File: src/common/sers_pkg.sv
// Purpose: Constants for the status event reporting unit
// Assumes: 8-bit status registers, one system clock
// Notes: Bit positions follow the serial poll status byte layout
package sers_pkg;
    localparam int REG_W = 8;
    localparam int QUEUE_DEPTH = 20;
    localparam int QUEUE_PTR_W = 5;
    // Status byte bit positions
    localparam int POLL_INSTR_BIT = 0;
    localparam int POLL_LOCK_BIT = 1;
    localparam int POLL_COMM_BIT = 2;
    localparam int POLL_MAV_BIT = 4;
    localparam int POLL_STD_BIT = 5;
    localparam int POLL_MSS_BIT = 6;
    // Standard event bit positions
    localparam int STD_OPC_BIT = 0;
    localparam int STD_QUERY_ERR_BIT = 2;
    localparam int STD_DEV_ERR_BIT = 3;
    localparam int STD_EXEC_ERR_BIT = 4;
    localparam int STD_CMD_ERR_BIT = 5;
    localparam int STD_PWR_ON_BIT = 7;
    localparam logic [7:0] STD_USED_MASK = 8'hbd;
    // Error codes
    localparam logic [7:0] ERR_NONE = 8'h00;
    localparam logic [7:0] ERR_TOO_MANY = 8'hfe;
    localparam logic [7:0] REG_RESET = 8'h00;
    localparam logic [QUEUE_PTR_W-1:0] PTR_LAST = 5'h13;
    localparam logic [QUEUE_PTR_W-1:0] COUNT_DROP = 5'h13;
    localparam logic [QUEUE_PTR_W:0] COUNT_FULL = 6'h14;
    // Register select codes for the query and set ports
    typedef enum logic [2:0] {
        SERS_SEL_STD_EVENTS,
        SERS_SEL_COMM_EVENTS,
        SERS_SEL_INSTR_EVENTS,
        SERS_SEL_LOCK_EVENTS,
        SERS_SEL_STD_MASK,
        SERS_SEL_COMM_MASK,
        SERS_SEL_INSTR_MASK,
        SERS_SEL_LOCK_MASK
    } sers_sel_type;
    typedef enum logic [1:0] {
        SERS_ASEL_SRQ_MASK,
        SERS_ASEL_STATUS_BYTE,
        SERS_ASEL_ERROR_QUEUE,
        SERS_ASEL_PWR_CLEAR
    } sers_asel_type;
endpackage

File: src/rtl/sers_status_unit.sv
// Purpose: Latched event registers, masks, status byte and error queue
// Assumes: Command parser delivers one-cycle query and set strobes on CLK
// Notes: Nonvolatile storage lives outside; its values arrive as ports
// Overview of operation
// - Clear-status zeroes all events, empties queue
// - Event bits latch until register cleared
// - Event register query returns value, then clears
// - Reset zeroes all event registers
// - Standard summary bit 5 from masked events
// - Comm error summary at bit 2
// - Instrument summary at bit 0
// - Lock summary at bit 1
// - Bit 4 shows output buffer not empty
// - Master summary bit 6 drives service request
// - Status byte read changes nothing
// - Masks change only on explicit write or the power-up load
// - Power-on clear flag decides standard and request mask retention
// - Queue of 20, oldest first, overflow code
// - Empty queue reads as code zero
// - Standard event bit layout fixed
`timescale 1ns/1ns
module sers_status_unit
    import sers_pkg::*;
(
    input wire logic CLK,
    input wire logic RST_N,
    // Event pulses from the instrument, same clock
    input wire logic STD_OPC_EV,
    input wire logic STD_QUERY_ERR_EV,
    input wire logic STD_DEV_ERR_EV,
    input wire logic STD_EXEC_ERR_EV,
    input wire logic STD_CMD_ERR_EV,
    input wire logic STD_PWR_ON_EV,
    input wire logic [7:0] COMM_ERROR_EV,
    input wire logic [7:0] INSTR_EV,
    input wire logic [7:0] LOCK_EV,
    input wire logic OUT_BUF_NOT_EMPTY,
    // Error code push
    input wire logic ERR_PUSH,
    input wire logic [7:0] ERR_CODE,
    // Commands
    input wire logic CLEAR_STATUS,
    input wire logic EV_QUERY,
    input wire logic [2:0] EV_SEL,
    input wire logic MASK_WRITE,
    input wire logic [7:0] MASK_WDATA,
    input wire logic AUX_QUERY,
    input wire logic AUX_WRITE,
    input wire logic [1:0] AUX_SEL,
    // Nonvolatile image, valid at power-up
    input wire logic NV_PWR_CLEAR,
    input wire logic [7:0] NV_SRQ_MASK,
    input wire logic [7:0] NV_STD_MASK,
    output logic [7:0] QUERY_DATA,
    output logic QUERY_VALID,
    output logic [7:0] STATUS_BYTE,
    output logic SERVICE_REQUEST,
    output logic PWR_CLEAR_FLAG,
    output logic [7:0] SRQ_MASK_OUT,
    output logic [7:0] STD_MASK_OUT
);
    // ****************************************
    // Reset synchroniser
    // ****************************************
    logic rst_meta_reg;
    logic rst_sync_n;
    always_ff @(posedge CLK or negedge RST_N) begin
        if (!RST_N) begin
            rst_meta_reg <= 1'b0;
            rst_sync_n <= 1'b0;
        end else begin
            rst_meta_reg <= 1'b1;
            rst_sync_n <= rst_meta_reg;
        end
    end
    function automatic logic any_masked(input logic [7:0] ev, input logic [7:0] mask);
        any_masked = |(ev & mask);
    endfunction
    // ****************************************
    // Event registers and masks
    // ****************************************
    logic [7:0] std_ev_reg, std_ev_next, comm_ev_reg, comm_ev_next;
    logic [7:0] instr_ev_reg, instr_ev_next, lock_ev_reg, lock_ev_next;
    logic [7:0] std_mask_reg, std_mask_next, comm_mask_reg, comm_mask_next;
    logic [7:0] instr_mask_reg, instr_mask_next, lock_mask_reg, lock_mask_next;
    logic [7:0] srq_mask_reg, srq_mask_next;
    logic pwr_clear_reg, pwr_clear_next;
    logic load_done_reg, load_done_next;
    logic [7:0] std_set, status_byte;
    logic ev_query_rd;
    // Error queue storage
    logic [7:0] queue_mem [QUEUE_DEPTH];
    logic [QUEUE_PTR_W-1:0] rd_ptr_reg, rd_ptr_next, wr_ptr_reg, wr_ptr_next;
    logic [QUEUE_PTR_W:0] count_reg, count_next;
    logic [7:0] query_data_reg, query_data_next;
    logic query_valid_reg, query_valid_next;
    logic queue_pop, queue_push;
    logic [7:0] push_code;
    function automatic logic [QUEUE_PTR_W-1:0] ptr_inc(input logic [QUEUE_PTR_W-1:0] p);
        ptr_inc = (p == PTR_LAST) ? '0 : QUEUE_PTR_W'(p + 1'b1);
    endfunction
    always_comb begin
        std_set = '0;
        std_set[STD_OPC_BIT] = STD_OPC_EV;
        std_set[STD_QUERY_ERR_BIT] = STD_QUERY_ERR_EV;
        std_set[STD_DEV_ERR_BIT] = STD_DEV_ERR_EV;
        std_set[STD_EXEC_ERR_BIT] = STD_EXEC_ERR_EV;
        std_set[STD_CMD_ERR_BIT] = STD_CMD_ERR_EV;
        std_set[STD_PWR_ON_BIT] = STD_PWR_ON_EV;
    end
    assign ev_query_rd = EV_QUERY && !EV_SEL[2];
    always_comb begin
        std_ev_next = std_ev_reg;
        comm_ev_next = comm_ev_reg;
        instr_ev_next = instr_ev_reg;
        lock_ev_next = lock_ev_reg;
        if (ev_query_rd) begin
            case (sers_sel_type'(EV_SEL))
                SERS_SEL_STD_EVENTS: std_ev_next = REG_RESET;
                SERS_SEL_COMM_EVENTS: comm_ev_next = REG_RESET;
                SERS_SEL_INSTR_EVENTS: instr_ev_next = REG_RESET;
                SERS_SEL_LOCK_EVENTS: lock_ev_next = REG_RESET;
                default: ;
            endcase
        end
        if (CLEAR_STATUS) begin
            std_ev_next = REG_RESET;
            comm_ev_next = REG_RESET;
            instr_ev_next = REG_RESET;
            lock_ev_next = REG_RESET;
        end
        std_ev_next = std_ev_next | (std_set & STD_USED_MASK);
        comm_ev_next = comm_ev_next | COMM_ERROR_EV;
        instr_ev_next = instr_ev_next | INSTR_EV;
        lock_ev_next = lock_ev_next | LOCK_EV;
    end
    always_comb begin
        std_mask_next = std_mask_reg;
        comm_mask_next = comm_mask_reg;
        instr_mask_next = instr_mask_reg;
        lock_mask_next = lock_mask_reg;
        srq_mask_next = srq_mask_reg;
        pwr_clear_next = pwr_clear_reg;
        load_done_next = 1'b1;
        if (!load_done_reg) begin
            pwr_clear_next = NV_PWR_CLEAR;
            std_mask_next = NV_PWR_CLEAR ? REG_RESET : NV_STD_MASK;
            srq_mask_next = NV_PWR_CLEAR ? REG_RESET : NV_SRQ_MASK;
        end else begin
            if (MASK_WRITE) begin
                case (sers_sel_type'(EV_SEL))
                    SERS_SEL_STD_MASK: std_mask_next = MASK_WDATA;
                    SERS_SEL_COMM_MASK: comm_mask_next = MASK_WDATA;
                    SERS_SEL_INSTR_MASK: instr_mask_next = MASK_WDATA;
                    SERS_SEL_LOCK_MASK: lock_mask_next = MASK_WDATA;
                    default: ;
                endcase
            end
            if (AUX_WRITE) begin
                case (sers_asel_type'(AUX_SEL))
                    SERS_ASEL_SRQ_MASK: srq_mask_next = MASK_WDATA;
                    SERS_ASEL_PWR_CLEAR: pwr_clear_next = MASK_WDATA[0];
                    default: ;
                endcase
            end
        end
    end
    always_ff @(posedge CLK or negedge rst_sync_n) begin
        if (!rst_sync_n) begin
            std_ev_reg <= REG_RESET;
            comm_ev_reg <= REG_RESET;
            instr_ev_reg <= REG_RESET;
            lock_ev_reg <= REG_RESET;
            std_mask_reg <= REG_RESET;
            comm_mask_reg <= REG_RESET;
            instr_mask_reg <= REG_RESET;
            lock_mask_reg <= REG_RESET;
            srq_mask_reg <= REG_RESET;
            pwr_clear_reg <= 1'b0;
            load_done_reg <= 1'b0;
        end else begin
            std_ev_reg <= std_ev_next;
            comm_ev_reg <= comm_ev_next;
            instr_ev_reg <= instr_ev_next;
            lock_ev_reg <= lock_ev_next;
            std_mask_reg <= std_mask_next;
            comm_mask_reg <= comm_mask_next;
            instr_mask_reg <= instr_mask_next;
            lock_mask_reg <= lock_mask_next;
            srq_mask_reg <= srq_mask_next;
            pwr_clear_reg <= pwr_clear_next;
            load_done_reg <= load_done_next;
        end
    end
    // ****************************************
    // Status byte
    // ****************************************
    always_comb begin
        status_byte = '0;
        status_byte[POLL_INSTR_BIT] = any_masked(instr_ev_reg, instr_mask_reg);
        status_byte[POLL_LOCK_BIT] = any_masked(lock_ev_reg, lock_mask_reg);
        status_byte[POLL_COMM_BIT] = any_masked(comm_ev_reg, comm_mask_reg);
        status_byte[POLL_MAV_BIT] = OUT_BUF_NOT_EMPTY;
        status_byte[POLL_STD_BIT] = any_masked(std_ev_reg, std_mask_reg);
        status_byte[POLL_MSS_BIT] = any_masked(status_byte, srq_mask_reg);
    end
    // ****************************************
    // Error queue and query answers
    // ****************************************
    // Event query wins, so the queue must not lose an entry it never answered
    assign queue_pop = AUX_QUERY && !EV_QUERY && (count_reg != '0)
        && (sers_asel_type'(AUX_SEL) == SERS_ASEL_ERROR_QUEUE);
    assign queue_push = ERR_PUSH && (count_reg < COUNT_FULL || queue_pop);
    assign push_code = (count_reg - (queue_pop ? 1'b1 : 1'b0) >= COUNT_DROP) ? ERR_TOO_MANY : ERR_CODE;

    always_comb begin
        query_valid_next = EV_QUERY | AUX_QUERY;
        query_data_next = query_data_reg;
        if (EV_QUERY) begin
            case (sers_sel_type'(EV_SEL))
                SERS_SEL_STD_EVENTS: query_data_next = std_ev_reg;
                SERS_SEL_COMM_EVENTS: query_data_next = comm_ev_reg;
                SERS_SEL_INSTR_EVENTS: query_data_next = instr_ev_reg;
                SERS_SEL_LOCK_EVENTS: query_data_next = lock_ev_reg;
                SERS_SEL_STD_MASK: query_data_next = std_mask_reg;
                SERS_SEL_COMM_MASK: query_data_next = comm_mask_reg;
                SERS_SEL_INSTR_MASK: query_data_next = instr_mask_reg;
                default: query_data_next = lock_mask_reg;
            endcase
        end else if (AUX_QUERY) begin
            case (sers_asel_type'(AUX_SEL))
                SERS_ASEL_SRQ_MASK: query_data_next = srq_mask_reg;
                // status byte read is side-effect free
                SERS_ASEL_STATUS_BYTE: query_data_next = status_byte;
                SERS_ASEL_ERROR_QUEUE: query_data_next = (count_reg != '0) ? queue_mem[rd_ptr_reg] : ERR_NONE;
                default: query_data_next = {7'h00, pwr_clear_reg};
            endcase
        end
        rd_ptr_next = queue_pop ? ptr_inc(rd_ptr_reg) : rd_ptr_reg;
        wr_ptr_next = queue_push ? ptr_inc(wr_ptr_reg) : wr_ptr_reg;
        count_next = count_reg + (queue_push ? 1'b1 : 1'b0) - (queue_pop ? 1'b1 : 1'b0);
        if (CLEAR_STATUS) begin
            rd_ptr_next = '0;
            wr_ptr_next = '0;
            count_next = '0;
        end
    end
    always_ff @(posedge CLK or negedge rst_sync_n) begin
        if (!rst_sync_n) begin
            rd_ptr_reg <= '0;
            wr_ptr_reg <= '0;
            count_reg <= '0;
            query_data_reg <= REG_RESET;
            query_valid_reg <= 1'b0;
        end else begin
            rd_ptr_reg <= rd_ptr_next;
            wr_ptr_reg <= wr_ptr_next;
            count_reg <= count_next;
            query_data_reg <= query_data_next;
            query_valid_reg <= query_valid_next;
        end
    end
    // Storage has no reset; contents are guarded by the count
    always_ff @(posedge CLK) begin
        if (queue_push && !CLEAR_STATUS) begin
            queue_mem[wr_ptr_reg] <= push_code;
        end
    end
    assign QUERY_DATA = query_data_reg;
    assign QUERY_VALID = query_valid_reg;
    assign STATUS_BYTE = status_byte;
    assign SERVICE_REQUEST = status_byte[POLL_MSS_BIT];
    assign PWR_CLEAR_FLAG = pwr_clear_reg;
    assign SRQ_MASK_OUT = srq_mask_reg;
    assign STD_MASK_OUT = std_mask_reg;
endmodule

File: config.mk
export PLATFORM = sky130hd
export DESIGN_NAME = sers_status_unit
export DESIGN_NICKNAME = d
export VERILOG_FILES = /design/src/common/sers_pkg.sv /design/src/rtl/sers_status_unit.sv
export SDC_FILE = /design/constraint.sdc
export NUM_CORES = 1
export LEC_CHECK = 0
export BUFFER_PORTS_ARGS = -buffer_cell sky130_fd_sc_hd__buf_2
export CAP_MARGIN = 10
export CORE_MARGIN = 5
export CORE_UTILIZATION = 45
export CTS_CLUSTER_DIAMETER = 40
export DETAILED_ROUTE_END_ITERATION = 8
export SLEW_MARGIN = 20
export SYNTH_ARGS = -nofsm -noshare
export SYNTH_HDL_FRONTEND = slang
export SYNTH_SLANG_ARGS = --single-unit
File: constraint.sdc
create_clock -name CLK -period 3.3 [get_ports CLK]
set_input_delay 0.165 -clock CLK [delete_from_list [all_inputs] [get_ports CLK]]
set_output_delay 0.165 -clock CLK [all_outputs]
set_load 0.05 [all_outputs]
==> impl_metrics.tcl <==
set metrics [dict create \
    synthTopCellsByArea "edfxtp_1 (42%), dfrtp_1 (22%), mux4_2 (7.5%)" \
    floorplan.initialDensity_pct 45.5 \
    dp.cells 1206 \
    post-route-period-util_pct 91.7 \
    yosysTopAreaCell "edfxtp_1" \
    place_ws_ns 0.315 \
    clk_latency_ns 0.52 \
    fin_tns_setup_ns 0 \
    ant_nets 0 \
    yosys_register_bits 259 \
    nFillCells 1967 \
    cp-end-kind "flip-flop" \
    synth_edf_count 160 \
    wire_per_inst_um 23.8 \
    clockRootBuffer "clkbuf_16" \
    criticalPathCategory "reg -> reg" \
    cp_max_fo 20 \
    cts_buffers 39 \
    drive_gt1_share_pct 30.2 \
    finalPower_uw 9810 \
    cts_hold_buf 51 \
    worstHoldPathCells 2 \
    die_y_um 169 \
    r2r_slack_ns 0.27 \
    finalCriticalPeriod_ns 3.03 \
    cts_setup_buffers 0 \
    slew_headroom_pct 42.1 \
    slew_violations 0 \
    first_iter_violations 703 \
    finalSetupViolCount 0 \
    grt_usage_pct 21.8 \
    antenna_cells 0 \
    grt_start_max_net_pins 44 \
    cts_resized 0 \
    setup_ws_ns 0.273 \
    num_vias 7681 \
    skew_ns 0.0219 \
    ys_types 62 \
    yosysWarnings 0 \
    final_net_count 1064 \
    powerDensity_nw_per_um2 684 \
    drc 0 \
    rsz0062_at_grt "no" \
    place_hpwl_um 21900 \
    start_kind "flip-flop" \
    numClockSinks 259 \
    p_leak_uw 0.00552 \
    synth_commonest_cells "edfxtp_1 (160), dfrtp_1 (99), nor2_1 (59)" \
    finalHoldViolations 0 \
    hold_start "MASK_WDATA[3]" \
    cts_max_level 2 \
    async_flop_share_pct 38.2 \
    worst_slew_pin_slew_ns 0.864 \
    boundaryPins 112 \
    avgSynthCellArea_um2 15.1 \
    synth_cells 755 \
    yosysSeqAreaShare_pct 63.9 \
    stdcell_count 1329 \
    hold_path.class "in -> reg" \
    m1WireLength_um 12500 \
    syn-cell-area_um2 11400 \
    clock_tree.buffer_depth 3 \
    wl_met3_um 2090 \
    status "finished, final reports clean" \
    area_delta_synth_final_pct 25.9 \
    grt_pass1_wl_um 47400 \
    regToRegStartpoint "count_reg[3]" \
    grt-ovfl-total 0 \
    fmax_ghz 0.330 \
    first_pass_iters 5 \
    reg2reg_depth 10 \
    synth_top_area_share_pct 42.2 \
    multi_input_comb_area_um2 3840 \
    grt_pass1_vias 7937 \
    peakVddDrop_v 0.000463 \
    vias_per_cell 5.78 \
    die_x_um 169 \
    r2r-end "queue_mem[9][0]" \
    routed.top_layer "met5" \
    core-area_um2 25000 \
    routabilityCongestion 0.886 \
    antenna_found_initial 1 \
    largest_register_ffs 160 \
    largest_register "queue_mem" \
    io_buffers 109 \
    path_clk_slew_ns 0.06 \
    seq_area_um2 7290 \
    die_area_um2 28600 \
    cp_data_arrival_time_ns 3.25 \
    cts_tree "done" \
    maxCapViolations 0 \
    final_util_pct 57.3 \
    synth_most_common_cell "edfxtp_1" \
    rows 58 \
    drt_wl_total_um 31600 \
    hold-path-endpoint "lock_mask_reg[3]" \
    synth_flop_cell "edfxtp_1" \
    required_ns 3.52 \
    wl_met2_um 16000 \
]
==> where the power goes <==
part	internal (µW)	leakage [µW]	total (µW)	switching (µW)
Clock	2540	0.000628	4060	1510
Combinational	641	0.00229	1670	1030
Sequential	3900	0.00261	4080	179
==> per-stage QoR <==
| stage | cell area [µm²] | hold slack [ns] |
|---|---|---|
| after floorplan | 11400 | -0.131 |
| after global placement | 12500 | -0.0488 |
| after detailed placement | 12500 | -0.0486 |
| after CTS | 14300 | 0.0294 |
| after global routing | 14300 | 0.0311 |
| final | 14300 | 0.0662 |
==> worst max-delay path, cell delays in order, from the launching register on <==
cell and delay, ns:
dfrtp_1 0.38, inv_1 0.16, ha_1 0.23, a41oi_2 0.14, ha_1 0.26, ha_1 0.22, nand2b_1 0.16, and3_1 0.19
o22ai_1 0.17, a21boi_1 0.21, and3_1 0.62
==> logic make-up after synthesis <==
| logic type | Yosys count | share of synthesized area [%] |
|---|---|---|
| flops | 259 | 63.9 |
| fa+ha+maj | 19 | 2.15 |
| simple gates | 147 | 6.30 |
| xor+xnor | 4 | 0.307 |
| buf+inv | 56 | 2.48 |
| mux | 95 | 14.3 |
| other cells | 2 | 0.0659 |
| compound gates | 173 | 10.5 |
==> cell usage in the layout, fill, tap and decap left out, types with 3 or more instances in the layout <==
cell type,instances
ha_1,18
a22oi_1,39
o21ai_0,16
dfrtp_1,97
mux4_1,10
mux2_2,35
xnor2_1,3
nand3_1,14
mux4_2,38
nand4_1,5
o221ai_1,4
a21oi_1,39
mux2i_1,12
nand3b_1,7
buf_4,47
a31oi_1,7
nor2b_1,13
a21o_1,32
bufinv_16,3
a221o_1,3
nand2b_1,8
nand2_1,25
inv_1,17
nor2_1,59
clkbuf_16,40
and3_1,3
dlygate4sd3_1,51
o22ai_1,6
a311o_1,3
clkinv_4,3
o211ai_1,3
inv_6,8
o221a_2,3
buf_2,109
conb_1,4
edfxtp_1,160
clkbuf_1,5
clkinv_1,4
clkinvlp_4,4
==> how the worst max path moves through the flow <==
stage	startpoint	cells after the start	slack, ns	to
global placement	count_reg[2]	10	0.45	queue_mem[12][0]
CTS	count_reg[3]	10	0.28	queue_mem[17][0]
finish	count_reg[3]	10	0.27	queue_mem[9][0]
global route	count_reg[3]	10	0.09	queue_mem[9][0]
detailed placement	count_reg[3]	10	0.31	queue_mem[12][0]
floorplan	count_reg[2]	11	0.28	queue_mem[0][1]
==> per-layer routing <==
metal  up-vias  track usage [%]
li1       3393                -
met1      3887             27.8
met2       338             38.1
met3        61             3.33
met4         2             8.09
met5         -                0
==> layout make-up <==
class,count,share of cell area (%)
Clock inverter,25,1.84
Tap cell,330,2.88
Inverter,18,0.471
Clock buffer,47,7.30
Multi-Input combinational cell,442,26.8
Sequential cell,259,50.8
Timing Repair Buffer,208,9.96
(Power assumes the default switching activity.)
